## config.mk

```make
export PLATFORM = sky130hd
export DESIGN_NAME = rf_frequency_control_regs
export DESIGN_NICKNAME = d
export VERILOG_FILES = /design/src/rf_freq_pkg.sv /design/src/carrier_calc.sv /design/src/turnaround_point.sv /design/src/rf_frequency_control_regs.sv
export VERILOG_INCLUDE_DIRS = /design/src /design/src/src
export SDC_FILE = /design/constraint.sdc
export NUM_CORES = 1
export LEC_CHECK = 0
export ABC_CLOCK_PERIOD_IN_PS = 15500
export BUFFER_PORTS_ARGS = -buffer_cell sky130_fd_sc_hd__buf_2
export CAP_MARGIN = 10
export CORE_ASPECT_RATIO = 0.5
export CORE_MARGIN = 10
export CORE_UTILIZATION = 65
export CTS_CLUSTER_DIAMETER = 150
export DETAILED_ROUTE_END_ITERATION = 8
export GPL_ROUTABILITY_DRIVEN = 0
export PLACE_DENSITY = 0.88
export SLEW_MARGIN = 20
export SYNTH_ARGS = -nofsm -noshare
export SYNTH_HDL_FRONTEND = slang
export SYNTH_SLANG_ARGS = --single-unit
export TNS_END_PERCENT = 50
```

## constraint.sdc

```tcl
create_clock -name clock -period 15.5 [get_ports clock]
set_input_delay 0 -clock clock [delete_from_list [all_inputs] [get_ports clock]]
set_output_delay 0 -clock clock [all_outputs]
set_load 0.1 [all_outputs]
```

## src/rf_freq_map.svh

```systemverilog
// offsets, field positions, reset values and scale figures of the frequency register bank
`ifndef RF_FREQ_MAP_SVH
`define RF_FREQ_MAP_SVH

`define ADDR_FREQ_OFFSET_LOW      7'h73
`define ADDR_FREQ_OFFSET_HIGH     7'h74
`define ADDR_BAND_SELECT          7'h75
`define ADDR_CARRIER_WORD_HIGH    7'h76
`define ADDR_CARRIER_WORD_LOW     7'h77
`define ADDR_MISC_SETTINGS        7'h78
`define ADDR_HOP_CHANNEL          7'h79
`define ADDR_HOP_STEP             7'h7A
`define ADDR_TURNAROUND_LENGTH    7'h7B

`define RST_FREQ_OFFSET_LOW       8'h00
`define RST_FREQ_OFFSET_HIGH      8'h00
`define RST_BAND_SELECT           8'h75
`define RST_CARRIER_WORD_HIGH     8'hBB
`define RST_CARRIER_WORD_LOW      8'h80
`define RST_MISC_SETTINGS         8'h00
`define RST_HOP_CHANNEL           8'h00
`define RST_HOP_STEP              8'h00
`define RST_TURNAROUND_LENGTH     8'h7B

`define FO_HIGH_WRITE_MASK        8'h03
`define BAND_WRITE_MASK           8'h7F
`define BAND_INDEX_MSB            4
`define BAND_SIDEBAND_BIT         6
`define BAND_900_INDEX            5'h15
`define BAND_920_INDEX            5'h16
`define BAND_940_INDEX            5'h17
`define MISC_ALT_AMP_BIT          3
`define MISC_RCOSC_MSB            2
`define TURN_LENGTH_BIT           7
`define TURN_ENABLE_BIT           2
`define TURN_PHASE_MSB            1
`define TURN_POS_BASE             3'h4

`define CARRIER_BAND_BIAS         24
`define CARRIER_WORD_DIVISOR      64000
`define CARRIER_BAND_KHZ          10000
`define CARRIER_BAND_MULT         2
`define HOP_STEP_KHZ              10
`define CARRIER_FRAC              16

`endif

```

## src/rf_freq_pkg.sv

```systemverilog
// types shared by the frequency register bank
package rf_freq_pkg;
	typedef enum logic [1:0] {
		BAND_OTHER,
		BAND_900,
		BAND_920,
		BAND_940
	} band_range_t;

	typedef logic [7:0] reg_byte_t;
endpackage

```

## src/carrier_calc.sv

```systemverilog
// carrier frequency arithmetic, result in sixteenths of a kHz
`timescale 1ns/1ps
`default_nettype none
`include "rf_freq_map.svh"

module carrier_calc
(
	input  wire logic        clock,          // system clock
	input  wire logic        rst,            // synchronous reset
	input  wire logic [4:0]  band_index,     // 20 MHz band number
	input  wire logic [15:0] nominal_word,   // nominal carrier word
	input  wire logic [9:0]  freq_offset,    // two's complement offset
	input  wire logic [7:0]  hop_channel,    // hop channel number
	input  wire logic [7:0]  hop_step,       // hop step, 10 kHz units
	output logic      [31:0] carrier_khz_x16 // carrier in kHz/16
);
	// scaled by 16 so the 312.5 Hz offset step stays exact
	localparam logic signed [33:0] BAND_BIAS = 34'(`CARRIER_BAND_BIAS);
	localparam logic signed [33:0] BAND_K    =
		34'(`CARRIER_BAND_KHZ * `CARRIER_BAND_MULT * `CARRIER_FRAC);
	localparam logic signed [33:0] WORD_K    = 34'(
		(`CARRIER_BAND_KHZ * `CARRIER_BAND_MULT * `CARRIER_FRAC) / `CARRIER_WORD_DIVISOR);
	localparam logic signed [33:0] HOP_K     = 34'(`HOP_STEP_KHZ * `CARRIER_FRAC);

	logic signed [33:0] band_term;
	logic signed [33:0] word_term;
	logic signed [33:0] hop_term;
	logic signed [33:0] next_sum;

	always_comb
	begin
		band_term = ($signed({29'h0, band_index}) + BAND_BIAS) * BAND_K;
		word_term = ($signed({18'h0, nominal_word})
			+ $signed({{24{freq_offset[9]}}, freq_offset})) * WORD_K;
		hop_term  = $signed({26'h0, hop_channel}) * $signed({26'h0, hop_step}) * HOP_K;
		next_sum  = band_term + word_term + hop_term;
	end

	always_ff @(posedge clock)
	begin
		if (rst)
			carrier_khz_x16 <= 32'h0;
		else
			carrier_khz_x16 <= next_sum[31:0];
	end
endmodule
`default_nettype wire

```

## src/turnaround_point.sv

```systemverilog
// one pulse at the chosen bit of the last byte for the rx/tx frequency switch
`timescale 1ns/1ps
`default_nettype none
`include "rf_freq_map.svh"

module turnaround_point
(
	input  wire logic       clock,        // system clock
	input  wire logic       rst,          // synchronous reset
	input  wire logic       enable,       // turn-around switch enabled
	input  wire logic [1:0] phase,        // bit position select
	input  wire logic       last_byte,    // last byte of packet in flight
	input  wire logic [2:0] bit_index,    // bit within the current byte
	output logic            shift_pulse   // one-cycle switch request
);
	logic       fired;
	logic [2:0] position;

	assign position = `TURN_POS_BASE | {1'b0, phase};

	always_ff @(posedge clock)
	begin
		if (rst)
		begin
			shift_pulse <= 1'b0;
			fired       <= 1'b0;
		end
		else
		begin
			// fire once per last byte, re-armed when the byte ends
			shift_pulse <= enable && last_byte && !fired && (bit_index == position);
			if (!last_byte)
				fired <= 1'b0;
			else if (enable && bit_index == position)
				fired <= 1'b1;
		end
	end
endmodule
`default_nettype wire

```

## src/rf_frequency_control_regs.sv

```systemverilog
// carrier frequency register bank with derived synthesizer settings
`timescale 1ns/1ps
`default_nettype none
`include "rf_freq_map.svh"

module rf_frequency_control_regs
	import rf_freq_pkg::*;
#(
	parameter int unsigned CRC_WIDTH = 3
)
(
	input  wire logic                 clock,                    // 100 MHz system clock
	input  wire logic                 rst,                      // synchronous reset
	input  wire logic [6:0]           reg_addr,                 // register address
	input  wire logic                 reg_wr,                   // write strobe
	input  wire logic [7:0]           reg_wdata,                // write data
	input  wire logic                 reg_rd,                   // read strobe
	output logic      [7:0]           reg_rdata,                // read data
	output logic                      reg_rvalid,               // read data valid pulse
	input  wire logic [9:0]           afc_result,               // correction from modem
	input  wire logic                 afc_valid,                // new correction strobe
	input  wire logic                 last_byte,                // last packet byte in flight
	input  wire logic [2:0]           bit_index,                // bit within current byte
	input  wire logic [7:0]           pkt_length,               // length field of packet
	input  wire logic [CRC_WIDTH-1:0] crc_length,               // crc bytes in use
	output logic      [31:0]          carrier_khz_x16,          // carrier in kHz/16
	output logic      [9:0]           freq_offset,              // programmed offset
	output logic      [4:0]           band_index,               // band number
	output logic                      sideband_select,          // sideband choice
	output band_range_t               band_range,               // decoded band range
	output logic      [15:0]          nominal_carrier_word,     // nominal word
	output logic      [7:0]           hop_channel_number,       // hop channel
	output logic      [7:0]           hop_step_size,            // hop step
	output logic                      alternate_amp_sequencing, // alternate amp order
	output logic      [2:0]           rcosc_trim,               // oscillator trim
	output logic                      length_includes_crc,      // length counts crc
	output logic      [7:0]           payload_length,           // payload bytes only
	output logic      [8:0]           frame_length,             // payload plus crc
	output logic                      turnaround_shift          // frequency switch pulse
);
	reg_byte_t freq_offset_low;
	reg_byte_t freq_offset_high;
	reg_byte_t band_select;
	reg_byte_t carrier_word_high;
	reg_byte_t carrier_word_low;
	reg_byte_t misc_settings;
	reg_byte_t hop_channel;
	reg_byte_t hop_step;
	reg_byte_t turnaround_length_ctrl;
	logic [9:0] afc_latest;
	reg_byte_t  next_rdata;
	logic       hit;
	logic       sel_offset_low;
	logic       sel_offset_high;
	logic       sel_band;
	logic       sel_word_high;
	logic       sel_word_low;
	logic       sel_misc;
	logic       sel_hop_channel;
	logic       sel_hop_step;
	logic       sel_turnaround;
	logic [7:0] next_payload;
	logic [8:0] next_frame;
	logic [8:0] crc_ext;

	// one-hot write select; unmapped addresses select nothing
	always_comb
	begin
		sel_offset_low  = 1'b0;
		sel_offset_high = 1'b0;
		sel_band        = 1'b0;
		sel_word_high   = 1'b0;
		sel_word_low    = 1'b0;
		sel_misc        = 1'b0;
		sel_hop_channel = 1'b0;
		sel_hop_step    = 1'b0;
		sel_turnaround  = 1'b0;
		if (reg_wr)
		begin
			case (reg_addr)
				`ADDR_FREQ_OFFSET_LOW:   sel_offset_low  = 1'b1;
				`ADDR_FREQ_OFFSET_HIGH:  sel_offset_high = 1'b1;
				`ADDR_BAND_SELECT:       sel_band        = 1'b1;
				`ADDR_CARRIER_WORD_HIGH: sel_word_high   = 1'b1;
				`ADDR_CARRIER_WORD_LOW:  sel_word_low    = 1'b1;
				`ADDR_MISC_SETTINGS:     sel_misc        = 1'b1;
				`ADDR_HOP_CHANNEL:       sel_hop_channel = 1'b1;
				`ADDR_HOP_STEP:          sel_hop_step    = 1'b1;
				`ADDR_TURNAROUND_LENGTH: sel_turnaround  = 1'b1;
				default:                 sel_offset_low  = 1'b0;
			endcase
		end
	end

	// host copy of the offset; reads show the correction instead
	always_ff @(posedge clock)
	begin
		if (rst)
			freq_offset_low <= `RST_FREQ_OFFSET_LOW;
		else if (sel_offset_low)
			freq_offset_low <= reg_wdata;
	end

	always_ff @(posedge clock)
	begin
		if (rst)
			freq_offset_high <= `RST_FREQ_OFFSET_HIGH;
		else if (sel_offset_high)
			freq_offset_high <= reg_wdata & `FO_HIGH_WRITE_MASK;
	end

	// bit 5 kept as written; the host is expected to keep it set
	always_ff @(posedge clock)
	begin
		if (rst)
			band_select <= `RST_BAND_SELECT;
		else if (sel_band)
			band_select <= reg_wdata & `BAND_WRITE_MASK;
	end

	always_ff @(posedge clock)
	begin
		if (rst)
			carrier_word_high <= `RST_CARRIER_WORD_HIGH;
		else if (sel_word_high)
			carrier_word_high <= reg_wdata;
	end

	always_ff @(posedge clock)
	begin
		if (rst)
			carrier_word_low <= `RST_CARRIER_WORD_LOW;
		else if (sel_word_low)
			carrier_word_low <= reg_wdata;
	end

	always_ff @(posedge clock)
	begin
		if (rst)
			misc_settings <= `RST_MISC_SETTINGS;
		else if (sel_misc)
			misc_settings <= reg_wdata;
	end

	always_ff @(posedge clock)
	begin
		if (rst)
			hop_channel <= `RST_HOP_CHANNEL;
		else if (sel_hop_channel)
			hop_channel <= reg_wdata;
	end

	always_ff @(posedge clock)
	begin
		if (rst)
			hop_step <= `RST_HOP_STEP;
		else if (sel_hop_step)
			hop_step <= reg_wdata;
	end

	always_ff @(posedge clock)
	begin
		if (rst)
			turnaround_length_ctrl <= `RST_TURNAROUND_LENGTH;
		else if (sel_turnaround)
			turnaround_length_ctrl <= reg_wdata;
	end

	// latest correction result, held until the modem reports another
	always_ff @(posedge clock)
	begin
		if (rst)
			afc_latest <= 10'h000;
		else if (afc_valid)
			afc_latest <= afc_result;
	end

	// read decode: offset reads show the correction, never the written value
	always_comb
	begin
		hit        = 1'b1;
		next_rdata = 8'h00;
		case (reg_addr)
			`ADDR_FREQ_OFFSET_LOW:   next_rdata = afc_latest[7:0];
			`ADDR_FREQ_OFFSET_HIGH:  next_rdata = {6'h00, afc_latest[9:8]};
			`ADDR_BAND_SELECT:       next_rdata = band_select & `BAND_WRITE_MASK;
			`ADDR_CARRIER_WORD_HIGH: next_rdata = carrier_word_high;
			`ADDR_CARRIER_WORD_LOW:  next_rdata = carrier_word_low;
			`ADDR_MISC_SETTINGS:     next_rdata = misc_settings;
			`ADDR_HOP_CHANNEL:       next_rdata = hop_channel;
			`ADDR_HOP_STEP:          next_rdata = hop_step;
			`ADDR_TURNAROUND_LENGTH: next_rdata = turnaround_length_ctrl;
			default:                 hit        = 1'b0;
		endcase
	end

	// reads change no state; unmapped addresses answer zero
	always_ff @(posedge clock)
	begin
		if (rst)
			reg_rvalid <= 1'b0;
		else
			reg_rvalid <= reg_rd;
	end

	// data holds until the next read so a slow host can still take it
	always_ff @(posedge clock)
	begin
		if (rst)
			reg_rdata <= 8'h00;
		else if (reg_rd)
			reg_rdata <= hit ? next_rdata : 8'h00;
	end

	// field outputs are wires from the register flops
	assign freq_offset          = {freq_offset_high[1:0], freq_offset_low};
	assign band_index           = band_select[`BAND_INDEX_MSB:0];
	assign sideband_select      = band_select[`BAND_SIDEBAND_BIT];
	assign nominal_carrier_word = {carrier_word_high, carrier_word_low};
	assign hop_channel_number   = hop_channel;
	assign hop_step_size        = hop_step;
	assign alternate_amp_sequencing = misc_settings[`MISC_ALT_AMP_BIT];
	assign rcosc_trim           = misc_settings[`MISC_RCOSC_MSB:0];
	assign length_includes_crc  = turnaround_length_ctrl[`TURN_LENGTH_BIT];

	// band range decode registered to keep the output on a flop
	always_ff @(posedge clock)
	begin
		if (rst)
			band_range <= BAND_OTHER;
		else
		begin
			case (band_select[`BAND_INDEX_MSB:0])
				`BAND_900_INDEX: band_range <= BAND_900;
				`BAND_920_INDEX: band_range <= BAND_920;
				`BAND_940_INDEX: band_range <= BAND_940;
				default:         band_range <= BAND_OTHER;
			endcase
		end
	end

	// length accounting; crc itself is enabled elsewhere
	assign crc_ext = 9'(crc_length);

	always_comb
	begin
		if (turnaround_length_ctrl[`TURN_LENGTH_BIT])
		begin
			// length already counts crc; saturate rather than wrap on a short field
			next_payload = ({1'b0, pkt_length} > crc_ext)
				? 8'({1'b0, pkt_length} - crc_ext) : 8'h00;
			next_frame   = {1'b0, pkt_length};
		end
		else
		begin
			next_payload = pkt_length;
			next_frame   = {1'b0, pkt_length} + crc_ext;
		end
	end

	always_ff @(posedge clock)
	begin
		if (rst)
			payload_length <= 8'h00;
		else
			payload_length <= next_payload;
	end

	always_ff @(posedge clock)
	begin
		if (rst)
			frame_length <= 9'h000;
		else
			frame_length <= next_frame;
	end

	carrier_calc u_carrier_calc
	(
		.clock           (clock),
		.rst             (rst),
		.band_index      (band_select[`BAND_INDEX_MSB:0]),
		.nominal_word    ({carrier_word_high, carrier_word_low}),
		.freq_offset     ({freq_offset_high[1:0], freq_offset_low}),
		.hop_channel     (hop_channel),
		.hop_step        (hop_step),
		.carrier_khz_x16 (carrier_khz_x16)
	);

	// the host must pick a phase late enough; no guard here
	turnaround_point u_turnaround_point
	(
		.clock       (clock),
		.rst         (rst),
		.enable      (turnaround_length_ctrl[`TURN_ENABLE_BIT]),
		.phase       (turnaround_length_ctrl[`TURN_PHASE_MSB:0]),
		.last_byte   (last_byte),
		.bit_index   (bit_index),
		.shift_pulse (turnaround_shift)
	);
endmodule
`default_nettype wire

```

==> results by group <==
Floorplanning
  – Die Area: 0.0251 mm2
  – Die X: between 200 and 250 um
  – I/O pin count: 159
  – FP Rows: 35
  – Initial Utilization: 66.5%
  – Core area: 0.0185 mm2
  – Die height: 117 um

STA
  – Fin crit period: 9.66 ns
  – Setup tns final: 0 ns
  – Max transition margin: ~55%
  – Hold Vio Cnt, Final: 0
  – Worst-Margin Slew: 0.668 ns
  – Fmax: 0.104 GHz
  – Final setup fails: 0
  – RSZ-0062 raised after global routing: false
  – Tcrit/Tclk final: between 60% and 70%
  – Clk_skew: 0.0143 ns
  – Final Max Slew Viols: 0

Power
  – Internal power: 649 uW
  – Sw Share: 32.5%
  – Power Density: 67.9 mW/mm2
  – Leak pwr: 7.63 nW
  – Worst vdd ir: slightly below 80 uV
  – Reg power frac: 38.2%
  – Comb power frac: 18.1%
  – Total power: 961 uW
  – Clock Power Share: a little over two fifths
  – P_sw: 312 uW

Final layout
  – Layout cells sized above 1: 14.1%
  – Area growth syn-to-layout: 15.2%
  – Largest register FFs: 32
  – Commonest non-fill, non-tap cells in the layout: inv_1 (201), ha_1 (174), buf_2 (157)
  – Layout Utilization: 76.7%
  – Final instance area: 0.0142 mm2
  – Nets: approximately 1900
  – Biggest regs: u_carrier_calc.carrier_khz_x16 x32, afc_latest x10, frame_length x9
  – ANT cells: 0
  – Most common cell after layout, fill and taps aside: inv_1
  – Biggest register: u_carrier_calc.carrier_khz_x16

Outcome
  – Status: finished, final reports clean

Placed design
  – Dpl hpwl: 25900 um
  – Post-DP Area: 0.0132 mm2
  – IO buf count: 158

Synthesis
  – Synth Instances: ~1400
  – Syn_area_per_cell: 8.79 um2
  – Sequential cell area fraction in the yosys report: between 20% and 30%
  – Mapped cell area: roughly 0.012 mm2
  – Share of the synthesized area in the top cell type: 22.3%
  – Mapped Nets: 1697
  – Dominant cells by area after synthesis: dfxtp_1 (22%), ha_1 (18%), fa_1 (13%)
  – Synth area leader: dfxtp_1
  – Main synth FF type: dfxtp_1
  – FF+latch count, synth: 137
  – Ys async rst share: 0%
  – Count of different cell masters after synthesis: 64
  – Post-synth EDFFs: 0
  – Synth warnings: 0

Critical path
  – CP required: approximately 16 ns
  – Crit path kind: flop to flop
  – Critical Path Max Stage Delay: approximately 0.57 ns
  – Crit-path slowest cell: dfxtp_1
  – Endpoint class of the critical path: flop
  – Type of element launching the critical path: flop
  – Largest fanout on the critical path: 11
  – Crit path DAT: 10.02 ns

Detailed routing
  – Mean number of vias per cell: 5.87
  – Overall routed net length: 35900 um
  – Detailed Route Iter0 Violations: about 1100
  – Via count: roughly 11000
  – Pre-Repair DR Iteration Count: 6
  – Drt drc: 0
  – Antenna-violating nets left: 0
  – Routed len/inst: 19.5 um

Worst hold path
  – Hold Path Class: input port to flop

Clock tree
  – Clk Latency, worst-skew pair: 0.44 ns
  – Clock Path Buffers: 2
  – CTS tree: yes
  – Resized Gates After CTS: 0
  – CTS clk-pin slew, worst paths: ~0.07 ns
  – Inserted Clock Buffers: 17
  – Htree depth: 4
  – Root Buffer: clkbuf_16
  – Clock sinks: about 140

GRT
  – Total gr overflow: 0
  – Largest net degree at the start of global routing: 59
  – Global-route wire length before repair: roughly 58000 um
  – Overall routing resource usage: 28.3%
  – Antenna violations before repair: 0
  – Vias in the first global route: 11100

Job
  – Number of max-cap violations: 0
-- routing by layer --
layer	vias to the layer above	wire, um	GRT usage, %
met1	5066	14100	32.5
met5	-	0	0
li1	4980	-	-
met2	594	17300	49.7
met4	0	1550	13.7
met3	141	3030	6.75
-- stage by stage --
step	hold slack (ns)	cells	setup slack, ns
floorplan	0.125	1399	6.13
global placement	0.234	1769	6.40
detailed placement	0.242	1769	5.95
CTS	0.0125	1837	5.94
global route	0.0488	1837	5.26
finish	0.0337	1837	5.84
-- worst paths after layout --
path	startpoint	end	slack, ns	cells past startpoint
hold reg to reg	u_turnaround_point.fired	u_turnaround_point.shift_pulse	0.43	1
setup / recovery	hop_step_size[7]	u_carrier_calc.carrier_khz_x16[27]	5.84	35
hold / removal	afc_valid	afc_latest[0]	0.03	3
setup reg to reg	hop_step_size[7]	u_carrier_calc.carrier_khz_x16[27]	5.84	35
-- worst max-delay path, delay by kind of cell, from the launching register on --
kind / cells / cell delay, ns
xor gates and xnor gates: 2 / 0.48
muxes: 1 / 0.19
buffers and inverters: 6 / 0.38
DFF: 1 / 0.57
AOI/OAI and AO/OA: 8 / 2.28
and+or+nand+nor: 7 / 1.09
adders and majority gates: 11 / 4.59
-- power groups by stage --
stage	Sequential, mW	Clock (mW)	Combinational [mW]
after floorplan	0.444	0	0.0589
after global placement	0.375	0	0.157
after detailed placement	0.375	0	0.160
after CTS	0.368	0.417	0.169
after global routing	0.369	0.436	0.183
final	0.368	0.419	0.174
-- layout make-up --
class                           count  area, um2
Clock buffer                       19        433
Fill cell                        1160       4310
Clock inverter                     13        161
Tap cell                          259        324
Inverter                          201        754
Sequential cell                   137       2740
Multi-Input combinational cell   1010       8570
Timing Repair Buffer              198       1180
-- Yosys cell counts (4+ instances only) --
cell / count
dfxtp_1: 137
and2_1: 59
a21boi_0: 4
a221oi_1: 7
a21o_1: 17
nand4_1: 6
nand2b_1: 5
a22oi_1: 7
nor3_1: 21
nor4_1: 4
inv_1: 201
o21a_1: 12
o21ai_0: 40
ha_1: 174
xnor2_1: 50
clkbuf_1: 37
fa_1: 79
o21bai_1: 12
nand3_1: 34
buf_4: 9
nor2b_1: 24
xor2_1: 25
or2_2: 6
nand2_1: 93
mux4_2: 10
a31oi_1: 7
nor2_1: 120
a211oi_1: 13
o211ai_1: 5
a21oi_1: 70
mux2i_1: 61
or3_1: 7
and3_1: 4
-- cell families after synthesis --
kind of cell / Yosys count / synth area share (%)
DFF: 137 / 22.3
buffers and inverters: 252 / 8.00
muxes: 73 / 6.98
xor gates and xnor gates: 76 / 5.48
AOI/OAI and AO/OA: 219 / 11.6
adders and majority gates: 253 / 30.6
and+or+nand+nor: 389 / 15.1
-- repair_timing --
item,CTS,global route
hold endpoints to repair,75,0
hold buffers,36,0
setup endpoints to repair,0,0
buffers inserted,0,0
Power figures use the tool's default switching activity.
